## src/hw/cpm_pkg.sv

```systemverilog
// Operation
// Compatibility control register at I/O 3Eh
// Fetch strobe enable set at reset; strobes fetches
// Enabled: return-from-irq fetched once, three clocks
// Disabled: no strobe; refetch return with strobe
// One-shot bit resets to one, reads one
// Writing zero strobes next fetch only
// I/O timing select set at reset, newer timing
// Select zero: I/O strobes at second state rise
// Normal operation keeps halt output high
// Halt: refetch opcode, drive halt/status/strobe low
// Halt keeps clock, interrupts, grants, refresh, peripherals
// Halt exits on reset, interrupts, nonmaskable request
// Sleep entered when freeze and control bits zero
// Sleep gates core clock, stops refresh, holds bus high
// Sleep wakes on enabled sources only
// Wake with global enable one: service interrupt
// Wake with global enable zero: continue onward
// Resume about one and half clocks after wake
// Freeze bit stops serial and timer units
// Sleep with freeze stops all, clock output runs
package cpm_pkg;
  // ****************************************
  // Register map
  // ****************************************
  localparam logic [7:0] CPM_CTRL_ADDR = 8'h3e;
  localparam int CPM_BIT_FETCH_EN = 7;
  localparam int CPM_BIT_ONE_SHOT = 6;
  localparam int CPM_BIT_IO_TIMING = 5;
  localparam logic [7:0] CPM_CTRL_RESET = 8'he0;
  localparam logic [7:0] CPM_CTRL_RSVD_READ = 8'h1f;
  localparam int CPM_BIT_FREEZE = 5;
  localparam int CPM_BIT_CPU_CTRL3 = 3;
  localparam int CPM_BIT_CPU_CTRL6 = 6;

  // ****************************************
  // Timing
  // ****************************************
  localparam int CPM_CLOCK_MHZ = 250;
  localparam int CPM_WAKE_HALF_CLOCKS = 3;
  localparam logic [1:0] CPM_WAKE_CYCLES = 2'((CPM_WAKE_HALF_CLOCKS + 1) / 2);

  // ****************************************
  // Power modes
  // ****************************************
  typedef enum logic [4:0] {
    CPM_NORMAL = 5'h01,
    CPM_HALT = 5'h02,
    CPM_SLEEP = 5'h04,
    CPM_WAKE = 5'h08,
    CPM_STOP = 5'h10
  } cpm_mode_type;
endpackage : cpm_pkg

```

## src/hw/cpm_fetch_strobe.sv

```systemverilog
module cpm_fetch_strobe
  import cpm_pkg::*;
(
  // Clock and reset
  input wire logic i_clock,
  input wire logic i_sys_rst,
  // Control
  input wire logic i_fetch_strobe_enable,
  input wire logic i_one_shot_arm,
  input wire logic i_halted,
  // Cycle info
  input wire logic i_opcode_fetch,
  input wire logic i_irq0_ack,
  input wire logic i_nmi_ack_first,
  input wire logic i_ret_irq_fetch,
  input wire logic i_cycle_start,
  // Results
  output logic o_strobe_n,
  output logic o_ret_irq_refetch
);
  // ****************************************
  // Strobe decision
  // ****************************************
  logic one_shot_reg;
  logic refetch_reg;
  logic want;

  // One-shot pending until next opcode fetch
  always_ff @(posedge i_clock) begin
    if (i_sys_rst) begin
      one_shot_reg <= 1'b0;
    end else if (i_one_shot_arm) begin
      one_shot_reg <= 1'b1;
    end else if (i_cycle_start && i_opcode_fetch) begin
      one_shot_reg <= 1'b0;
    end
  end

  // Legacy refetch follows a disabled-strobe return fetch
  always_ff @(posedge i_clock) begin
    if (i_sys_rst) begin
      refetch_reg <= 1'b0;
    end else if (i_cycle_start && i_ret_irq_fetch && !i_fetch_strobe_enable && !refetch_reg) begin
      refetch_reg <= 1'b1;
    end else if (i_cycle_start && i_opcode_fetch) begin
      refetch_reg <= 1'b0;
    end
  end

  always_comb begin
    want = i_halted;
    if (i_fetch_strobe_enable && (i_opcode_fetch || i_irq0_ack || i_nmi_ack_first)) begin
      want = 1'b1;
    end
    if ((one_shot_reg || refetch_reg) && i_opcode_fetch) begin
      want = 1'b1;
    end
  end

  // Registered, low while the cycle qualifies
  always_ff @(posedge i_clock) begin
    if (i_sys_rst) begin
      o_strobe_n <= 1'b1;
    end else begin
      o_strobe_n <= ~want;
    end
  end

  assign o_ret_irq_refetch = refetch_reg;
endmodule : cpm_fetch_strobe

```

## src/hw/cpm_io_timing.sv

```systemverilog
module cpm_io_timing
  import cpm_pkg::*;
(
  // Clock and reset
  input wire logic i_clock,
  input wire logic i_sys_rst,
  // Control
  input wire logic i_io_timing_select,
  // Bus state
  input wire logic i_io_read,
  input wire logic i_state_t1_late,
  input wire logic i_second_bus_state,
  // Strobes
  output logic o_io_active
);
  // ****************************************
  // I/O strobe timing
  // ****************************************
  // Newer timing opens a state early; legacy waits for second state rise
  always_ff @(posedge i_clock) begin
    if (i_sys_rst) begin
      o_io_active <= 1'b0;
    end else if (!i_io_read) begin
      o_io_active <= 1'b0;
    end else if (i_io_timing_select) begin
      o_io_active <= o_io_active | i_state_t1_late;
    end else begin
      o_io_active <= o_io_active | i_second_bus_state;
    end
  end
endmodule : cpm_io_timing

```

## src/hw/cpm_ctrl.sv

```systemverilog
module cpm_ctrl
  import cpm_pkg::*;
(
  // Clock and reset
  input wire logic i_clock,
  input wire logic i_sys_rst,
  // I/O register port
  input wire logic [7:0] i_io_addr,
  input wire logic [7:0] i_io_wdata,
  input wire logic i_io_write,
  input wire logic i_io_read,
  output logic [7:0] o_io_rdata,
  // Other control bits
  input wire logic [7:0] i_io_control,
  input wire logic [7:0] i_cpu_control,
  input wire logic i_global_irq_enable_flag,
  // Core events
  input wire logic i_halt_exec,
  input wire logic i_sleep_exec,
  input wire logic i_bus_granted,
  // Wake sources (on-chip and NMI masked upstream; external masked by i_ext_irq_en)
  input wire logic i_onchip_irq,
  input wire logic i_nmi_req,
  input wire logic [2:0] i_ext_irq,
  input wire logic [2:0] i_ext_irq_en,
  // Bus cycle info
  input wire logic i_opcode_fetch,
  input wire logic i_irq0_ack,
  input wire logic i_nmi_ack_first,
  input wire logic i_ret_irq_fetch,
  input wire logic i_cycle_start,
  input wire logic i_bus_io_read,
  input wire logic i_state_t1_late,
  input wire logic i_second_bus_state,
  // Pins and enables
  output logic o_fetch_cycle_strobe_n,
  output logic o_io_request_strobe_n,
  output logic o_read_strobe_n,
  output logic o_halt_n,
  output logic o_status_output,
  output logic o_bus_hold_high,
  output logic o_core_clk_en,
  output logic o_dma_clk_en,
  output logic o_refresh_en,
  output logic o_periph_clk_en,
  output logic o_clock_out_en,
  output logic o_ret_irq_refetch,
  output logic o_wake_take_irq,
  output logic o_wake_continue
);
  // ****************************************
  // Compatibility register
  // ****************************************
  logic fetch_strobe_enable_reg;
  logic io_timing_select_reg;
  logic one_shot_arm;
  logic ctrl_hit;
  logic strobe_n;
  logic io_active;
  logic wake_src;
  logic refetch;
  cpm_mode_type mode_reg;
  cpm_mode_type mode_next;
  logic [1:0] wake_cnt_reg;
  logic irq_path_reg;

  assign ctrl_hit = (i_io_addr == CPM_CTRL_ADDR);
  assign one_shot_arm = i_io_write && ctrl_hit && !i_io_wdata[CPM_BIT_ONE_SHOT];

  // Writable bits; one-shot bit is not stored
  always_ff @(posedge i_clock) begin
    if (i_sys_rst) begin
      fetch_strobe_enable_reg <= CPM_CTRL_RESET[CPM_BIT_FETCH_EN];
      io_timing_select_reg <= CPM_CTRL_RESET[CPM_BIT_IO_TIMING];
    end else if (i_io_write && ctrl_hit) begin
      fetch_strobe_enable_reg <= i_io_wdata[CPM_BIT_FETCH_EN];
      io_timing_select_reg <= i_io_wdata[CPM_BIT_IO_TIMING];
    end
  end

  // Read data; one-shot always reads one
  always_ff @(posedge i_clock) begin
    if (i_sys_rst) begin
      o_io_rdata <= 8'h00;
    end else if (i_io_read && ctrl_hit) begin
      o_io_rdata <= {fetch_strobe_enable_reg, 1'b1, io_timing_select_reg, 5'h00}
                    | CPM_CTRL_RSVD_READ;
    end else begin
      o_io_rdata <= 8'h00;
    end
  end

  // ****************************************
  // Strobe submodules
  // ****************************************
  cpm_fetch_strobe u_fetch (
    .i_clock(i_clock),
    .i_sys_rst(i_sys_rst),
    .i_fetch_strobe_enable(fetch_strobe_enable_reg),
    .i_one_shot_arm(one_shot_arm),
    .i_halted(mode_reg == CPM_HALT),
    .i_opcode_fetch(i_opcode_fetch),
    .i_irq0_ack(i_irq0_ack),
    .i_nmi_ack_first(i_nmi_ack_first),
    .i_ret_irq_fetch(i_ret_irq_fetch),
    .i_cycle_start(i_cycle_start),
    .o_strobe_n(strobe_n),
    .o_ret_irq_refetch(refetch)
  );

  cpm_io_timing u_io (
    .i_clock(i_clock),
    .i_sys_rst(i_sys_rst),
    .i_io_timing_select(io_timing_select_reg),
    .i_io_read(i_bus_io_read),
    .i_state_t1_late(i_state_t1_late),
    .i_second_bus_state(i_second_bus_state),
    .o_io_active(io_active)
  );

  // ****************************************
  // Power mode sequencing
  // ****************************************
  // Disabled sources are masked upstream or here; they cannot wake
  assign wake_src = i_onchip_irq || i_nmi_req || |(i_ext_irq & i_ext_irq_en);

  // Peripherals frozen in stop mode cannot wake it; caller gates them
  always_comb begin
    mode_next = mode_reg;
    case (mode_reg)
      CPM_NORMAL: begin
        if (i_halt_exec) begin
          mode_next = CPM_HALT;
        end else if (i_sleep_exec && !i_cpu_control[CPM_BIT_CPU_CTRL3]
                     && !i_cpu_control[CPM_BIT_CPU_CTRL6]) begin
          mode_next = i_io_control[CPM_BIT_FREEZE] ? CPM_STOP : CPM_SLEEP;
        end
      end
      CPM_HALT: begin
        if (wake_src) begin
          mode_next = CPM_NORMAL;
        end
      end
      CPM_SLEEP, CPM_STOP: begin
        if (wake_src) begin
          mode_next = CPM_WAKE;
        end
      end
      CPM_WAKE: begin
        if (wake_cnt_reg == CPM_WAKE_CYCLES - 2'd1) begin
          mode_next = CPM_NORMAL;
        end
      end
      default: begin
        mode_next = CPM_NORMAL;
      end
    endcase
  end

  // Mode register; reset returns to normal from any mode
  always_ff @(posedge i_clock) begin
    if (i_sys_rst) begin
      mode_reg <= CPM_NORMAL;
    end else begin
      mode_reg <= mode_next;
    end
  end

  // Restart delay counter
  always_ff @(posedge i_clock) begin
    if (i_sys_rst || mode_reg != CPM_WAKE) begin
      wake_cnt_reg <= 2'd0;
    end else begin
      wake_cnt_reg <= wake_cnt_reg + 2'd1;
    end
  end

  // Capture interrupt-or-continue choice at the wake request
  always_ff @(posedge i_clock) begin
    if (i_sys_rst) begin
      irq_path_reg <= 1'b0;
    end else if ((mode_reg == CPM_SLEEP || mode_reg == CPM_STOP) && wake_src) begin
      irq_path_reg <= i_global_irq_enable_flag;
    end
  end

  // One-cycle resume pulses at the end of the restart delay
  always_ff @(posedge i_clock) begin
    if (i_sys_rst) begin
      o_wake_take_irq <= 1'b0;
      o_wake_continue <= 1'b0;
    end else begin
      o_wake_take_irq <= (mode_reg == CPM_WAKE) && (mode_next == CPM_NORMAL)
                         && irq_path_reg;
      o_wake_continue <= (mode_reg == CPM_WAKE) && (mode_next == CPM_NORMAL)
                         && !irq_path_reg;
    end
  end

  // ****************************************
  // Pin levels and clock enables
  // ****************************************
  // Enables follow the next mode so they change with the mode register
  always_ff @(posedge i_clock) begin
    if (i_sys_rst) begin
      o_halt_n <= 1'b1;
      o_core_clk_en <= 1'b1;
      o_dma_clk_en <= 1'b1;
      o_refresh_en <= 1'b1;
      o_periph_clk_en <= 1'b1;
      o_clock_out_en <= 1'b1;
      o_bus_hold_high <= 1'b0;
      o_status_output <= 1'b1;
    end else begin
      o_halt_n <= (mode_next == CPM_NORMAL) || (mode_next == CPM_WAKE);
      o_core_clk_en <= (mode_next == CPM_NORMAL) || (mode_next == CPM_HALT);
      o_dma_clk_en <= (mode_next == CPM_NORMAL) || (mode_next == CPM_HALT);
      o_refresh_en <= (mode_next == CPM_NORMAL) || (mode_next == CPM_HALT);
      o_periph_clk_en <= !i_io_control[CPM_BIT_FREEZE] && (mode_next != CPM_STOP);
      o_clock_out_en <= 1'b1;
      o_bus_hold_high <= !i_bus_granted && ((mode_next == CPM_SLEEP)
                         || (mode_next == CPM_STOP));
      o_status_output <= (mode_next != CPM_HALT);
    end
  end

  // Strobe pins; sleeping bus is held high
  always_ff @(posedge i_clock) begin
    if (i_sys_rst) begin
      o_fetch_cycle_strobe_n <= 1'b1;
      o_io_request_strobe_n <= 1'b1;
      o_read_strobe_n <= 1'b1;
      o_ret_irq_refetch <= 1'b0;
    end else begin
      o_fetch_cycle_strobe_n <= strobe_n || o_bus_hold_high;
      o_io_request_strobe_n <= !io_active || o_bus_hold_high;
      o_read_strobe_n <= !io_active || o_bus_hold_high;
      o_ret_irq_refetch <= refetch;
    end
  end
endmodule : cpm_ctrl

```

## config.mk

```make
export PLATFORM = sky130hd
export DESIGN_NAME = cpm_ctrl
export DESIGN_NICKNAME = d
export VERILOG_FILES = /design/src/hw/cpm_pkg.sv /design/src/hw/cpm_fetch_strobe.sv /design/src/hw/cpm_io_timing.sv /design/src/hw/cpm_ctrl.sv
export SDC_FILE = /design/constraint.sdc
export NUM_CORES = 1
export LEC_CHECK = 0
export ABC_CLOCK_PERIOD_IN_PS = 1900
export BUFFER_PORTS_ARGS = -buffer_cell sky130_fd_sc_hd__buf_2
export CORE_MARGIN = 5
export CORE_UTILIZATION = 42
export DETAILED_ROUTE_END_ITERATION = 16
export PLACE_DENSITY = 0.88
export SYNTH_ARGS = -nofsm -noshare
export SYNTH_HDL_FRONTEND = slang
export SYNTH_HIERARCHICAL = 1
export SYNTH_SLANG_ARGS = --single-unit
```

## constraint.sdc

```tcl
create_clock -name i_clock -period 1.9 [get_ports i_clock]
set_clock_uncertainty 0.2 [all_clocks]
set_input_delay 0.19 -clock i_clock [delete_from_list [all_inputs] [get_ports i_clock]]
set_output_delay 0.19 -clock i_clock [all_outputs]
set_load 0.01 [all_outputs]
```

# After elaboration in Yosys (flattened, before gate mapping)
# Cells that the tools add are included.
dict set report classes {
  bitwise_logic 6
  muxes 14
  add_sub_neg 1
  eq_ne 15
  n_reduce_logical 44
}
# cell count
set ops {}
lappend ops {{5-bit two-way mux} 6}
lappend ops {{5-bit case mux with 4 select lines} 1}
lappend ops {{1-bit logical AND} 17}
lappend ops {{1-bit logical OR} 12}
lappend ops {{5-bit by 1-bit equality test with 1-bit output, second input constant} 2}
lappend ops {{5-bit by 2-bit equality test with 1-bit output, second input constant} 2}
lappend ops {{5-bit by 3-bit equality test with 1-bit output, second input constant} 2}
lappend ops {{5-bit by 4-bit equality test with 1-bit output, second input constant} 2}
lappend ops {{5-bit equality test, second input constant} 2}
lappend ops {{1-bit logical NOT} 9}
lappend ops {{8-bit by 6-bit equality test with 1-bit output, second input constant} 1}
lappend ops {{7-bit two-way mux} 1}
lappend ops {{1-bit two-way mux} 6}
lappend ops {{2-bit OR reduction} 3}
lappend ops {{5-bit by 2-bit != test with 1-bit output, second input constant} 1}
lappend ops {{5-bit by 4-bit != test with 1-bit output, second input constant} 1}
lappend ops {{5-bit != test, second input constant} 1}
lappend ops {{2-bit nonzero test} 2}
lappend ops {{3-bit AND} 1}
lappend ops {{1-bit NOT} 3}
lappend ops {{3-bit OR reduction} 1}
lappend ops {{2-bit by 1-bit adder with 2-bit output, second input constant} 1}
lappend ops {{2-bit by 1-bit equality test with 1-bit output, second input constant} 1}
lappend ops {{1-bit OR} 2}
dict set report word_totals {
  ff_bits 32
  in_bits 56
}

# Longest topological paths before layout
dict set report depth {
  word_depth 9
  mapped_depth 5
  depth_no_buf 4
}

# Cells and area by module
# Netlist, hierarchy kept.
# module area_each_um2 n_inst seq_area_each_um2 cells_per_inst
set modules_own_cells {}
lappend modules_own_cells {cpm_ctrl 1109.8 1 460.4 118}
lappend modules_own_cells {cpm_fetch_strobe 128.9 1 60.1 12}
lappend modules_own_cells {cpm_io_timing 45.0 1 20.0 5}

# Least setup slack after synthesis
# No wires, ideal clock.
dict set report synth_timing {
  path_type {input to register}
  start {input port i_cpu_control[3]}
  end {register o_bus_hold_high}
  setup_slack_ns 0.132
  arrival_ns 1.449
  cell_stages 4
  path_cell_list {nor3b_1 mux2_2 a32o_1 o31a_1}
}
dict set report synth_between {
  elab_chain_len 9
}
# item line
set synth_rtl {}
lappend synth_rtl {{from (decl)} cpm_ctrl.sv:15} ;# input wire logic [7:0] i_cpu_control,
lappend synth_rtl {{1-bit logical NOT (*)} cpm_ctrl.sv:134} ;# end else if (i_sleep_exec && !i_cpu_control[CPM_BIT_CPU_CTRL3]
lappend synth_rtl {{1-bit logical AND (*)} cpm_ctrl.sv:134}
lappend synth_rtl {{1-bit logical AND (*)} cpm_ctrl.sv:135} ;# && !i_cpu_control[CPM_BIT_CPU_CTRL6]) begin
lappend synth_rtl {{5-bit two-way mux (*)} cpm_ctrl.sv:134}
lappend synth_rtl {{5-bit two-way mux (*)} cpm_ctrl.sv:132} ;# if (i_halt_exec) begin
lappend synth_rtl {{5-bit case mux with 4 select lines (*)} cpm_ctrl.sv:130} ;# case (mode_reg)
lappend synth_rtl {{5-bit by 3-bit equality test with 1-bit output or 5-bit equality test (tied branches)} {cpm_ctrl.sv:221, cpm_ctrl.sv:222}}
lappend synth_rtl {{1-bit logical OR (*)} cpm_ctrl.sv:222} ;# || (mode_next == CPM_STOP));
lappend synth_rtl {{1-bit logical AND (*)} cpm_ctrl.sv:221} ;# o_bus_hold_high <= !i_bus_granted && ((mode_next == CPM_SLEEP)
lappend synth_rtl {{to (signal assigned)} cpm_ctrl.sv:221}
lappend synth_rtl {{to (decl)} cpm_ctrl.sv:41} ;# output logic o_bus_hold_high,
# Every way passes the cells marked *; elsewhere a longest branch is shown, timed or not.
# A chain may end at the register's enable or synchronous reset.

# Worst setup path after layout
dict set report layout_timing {
  start {register mode_reg[1]}
  end {register o_refresh_en}
}
dict set report layout_between {
  elab_chain_len 5
}
# item line
set layout_rtl {}
lappend layout_rtl {{from (decl)} cpm_ctrl.sv:62} ;# cpm_mode_type mode_reg;
lappend layout_rtl {{from (signal assigned)} cpm_ctrl.sv:165} ;# mode_reg <= mode_next;
lappend layout_rtl {{5-bit by 3-bit equality test with 1-bit output, or another cell as far along} cpm_ctrl.sv:130}
lappend layout_rtl {{2-bit OR reduction or 5-bit two-way mux (tied branches)} {cpm_ctrl.sv:130, cpm_ctrl.sv:132}}
lappend layout_rtl {{5-bit case mux with 4 select lines (*)} cpm_ctrl.sv:130}
lappend layout_rtl {{5-bit by 1-bit equality test with 1-bit output or 5-bit by 2-bit equality test with 1-bit output (tied branches)} cpm_ctrl.sv:218} ;# o_refresh_en <= (mode_next == CPM_NORMAL) || (mode_next == CPM_HALT);
lappend layout_rtl {{1-bit logical OR (*)} cpm_ctrl.sv:218}
lappend layout_rtl {{to (signal assigned)} cpm_ctrl.sv:218}
lappend layout_rtl {{to (decl)} cpm_ctrl.sv:44} ;# output logic o_refresh_en,
# Marked as above.

==> impl_metrics.env <==
export IMPL_grt_max_degree=16
export IMPL_area_delta_synth_final_pct=32.2
export IMPL_synth_compound_area_frac=0.174
export IMPL_syn_inst=135
export IMPL_tritoncts="built"
export IMPL_cp_required_ps=1890
export IMPL_synth_most_common_cell="dfxtp_1"
export IMPL_r2r_cells=4
export IMPL_ys_seq_elements=27
export IMPL_setup_viol=0
export IMPL_r2r_setup_slack_ps=140
export IMPL_critPathMaxFanout=9
export IMPL_min_path_cells=3
export IMPL_cts_buffers=3
export IMPL_grt_usage=0.140
export IMPL_clockBufferDepth=2
export IMPL_crit_arrival_ps=1750
export IMPL_hp_class="input port to flop"
export IMPL_r2r_start="mode_reg[1]$_SDFF_PP0_"
export IMPL_vias_per_cell=5.23
export IMPL_dieArea_sq_um=4260
export IMPL_drv_slew=0
export IMPL_yosys_warnings=6
export IMPL_core_sq_um=3000
export IMPL_overflow=0
export IMPL_largest_reg_flops=5
export IMPL_dr_pass1_iters=4
export IMPL_gp_congestion=0.867
export IMPL_rsz0062_at_grt="false"
export IMPL_final_net_count=257
export IMPL_antenna_cells=0
export IMPL_synth_xor_area_share=0.0136
export IMPL_dpl_cell_area_sq_um=1540
export IMPL_clkSlewWorstSetupHoldPaths_ps=140
export IMPL_p_leak_nw=0.793
export IMPL_hp_start="i_io_addr[6]"
export IMPL_synth_top_area_cell="dfxtp_1"
export IMPL_yosys_top_cells_count="27 x dfxtp_1, 11 x nor2_1, 10 x buf_4"
export IMPL_p_total_mw=1.13
export IMPL_syn_avg_cell_area_sq_um=9.51
export IMPL_synth_main_ff_cell="dfxtp_1"
export IMPL_holdPathEnd="o_io_rdata[4]$_SDFF_PP0_"
export IMPL_synth_edff_count=0
export IMPL_ys_async_sr_fraction=0
export IMPL_dieHeight_microns=65.3
export IMPL_synthDistinctLibCells=53
export IMPL_routed_via_count=1214
export IMPL_routed_wl_mm=2.87
export IMPL_stdcell_area_sq_um=1700
export IMPL_synthMuxAreaShare=0.0322
export IMPL_ys_top_cells_by_area="dfxtp_1 42%, buf_4 5.8%, nor2_1 3.2%, nand3_1 2.7%, mux2i_1 2.3%"
export IMPL_period_needed_ps=1760
export IMPL_max_cap_violations=0
export IMPL_numPortBuffers=58
export IMPL_power_per_cell_area_nw_per_um2=664
export IMPL_ir_drop_mv=0.228
export IMPL_fin_cells=232
export IMPL_drtIter0Drc=41
export IMPL_fin_crit_sh=0.928
export IMPL_fp_dieW_microns=65.3
export IMPL_outcome="complete, no violations"
export IMPL_routedWlPerCell_microns=12.3
export IMPL_drc=0
export IMPL_drive_gt1_frac=0.392
export IMPL_postCtsSetupRepairBufs=0
export IMPL_r2r_end="o_refresh_en$_SDFF_PP1_"
export IMPL_critPathLaunchType="flop"
export IMPL_max_freq_mhz=567
export IMPL_place_hpwl_mm=2.22
export IMPL_finalHoldViolCount=0
export IMPL_grt_pass1_vias=1209
export IMPL_synthesis_area_sq_um=1280
export IMPL_numClockSinks=27
export IMPL_worstSetupEndpointType="flop"
export IMPL_synth_top_family_by_area="simple AND/OR/NAND/NOR gates"
export IMPL_htree_levels=1
export IMPL_synth_fa_ha_area_frac=0.00975
export IMPL_clkLatencyLatePin_ps=320
export IMPL_initial_core_util=0.427
export IMPL_synth_top_cell_area_share=0.421
export IMPL_num_rows=20
export IMPL_crit_start="mode_reg[1]$_SDFF_PP0_"
export IMPL_ys_seq_area_frac=0.421
export IMPL_grt_antenna_before_repair=0
export IMPL_critPathKind="flop to flop"
export IMPL_post_route_util=0.565
export IMPL_ant_nets=0
export IMPL_cts_root_buf="clkbuf_4"
export IMPL_place_inst=216
export IMPL_grt_pass1_wl_mm=4.85
export IMPL_io_pins=78
export IMPL_tns_ps=0
export IMPL_synthesis_nets=192
export IMPL_synth_simple_area_share=0.253
==> worst max-delay path by stage <==
stage / to / slack [ps]
CTS: o_wake_take_irq$_SDFF_PP0_ / 90
detailed placement: o_bus_hold_high$_SDFF_PP0_ / 70
floorplan: o_bus_hold_high$_SDFF_PP0_ / 130
finish: o_refresh_en$_SDFF_PP1_ / 140
global placement: o_bus_hold_high$_SDFF_PP0_ / 60
global route: o_wake_continue$_SDFF_PP0_ / 5
==> report_power, final <==
part	switching, mW	internal (mW)	leakage [nW]
Combinational	0.125	0.138	0.555
Sequential	0.0307	0.598	0.220
Clock	0.157	0.0787	0.0177
Total	0.313	0.814	0.793
==> per-layer routing <==
layer	track usage	vias up	share of wire
met4	0.0751	0	0.023
met1	0.151	558	0.41
met3	0.00855	6	0.048
met2	0.267	38	0.52
li1	-	612	-
met5	0	-	0
==> final cells by class <==
type / instances / area (sq um)
clock buffers: 3 / 22.5
clock inverters: 1 / 5.00
fillers: 266 / 1310
inverters: 6 / 22.5
multi-input cells: 89 / 629
flip-flops and latches: 27 / 543
well taps: 33 / 41.3
repair buffers: 73 / 433
==> metrics by stage <==
stage               setup WS (ps)  hold WS, ps
floorplan                     132         59.1
global placement             55.5          164
detailed placement           73.1          175
CTS                          88.9         30.4
global route                 5.08         23.3
finish                        136         46.1
==> cell families after synthesis <==
family	count (synthesis)
AOI/OAI and AO/OA	27
and+or+nand+nor	54
DFF	27
other	1
xor gates and xnor gates	2
buffers and inverters	19
muxes	4
adders and majority gates	1
==> critical path, stage by stage (launching register included) <==
cell and delay (ps):
dfxtp_1 510, nor2_1 130, and3_1 230, a221oi_2 430, o211ai_1 150
==> cells in the final DEF (no fill, tap or decap), types with 4 or more instances in the layout <==
master	instances
buf_2	58
nor2_1	11
nand2_1	7
dlygate4sd3_1	12
and2_1	4
nand3_1	7
dfxtp_1	25
inv_1	6
==> timing repair <==
item / CTS / global route
endpoints found under the hold margin: 14 / 0
resized for setup: 0 / 3
hold buffers: 12 / 0
endpoints found under the setup margin: 0 / 2
Note: power is estimated with default switching activity, not from simulation.
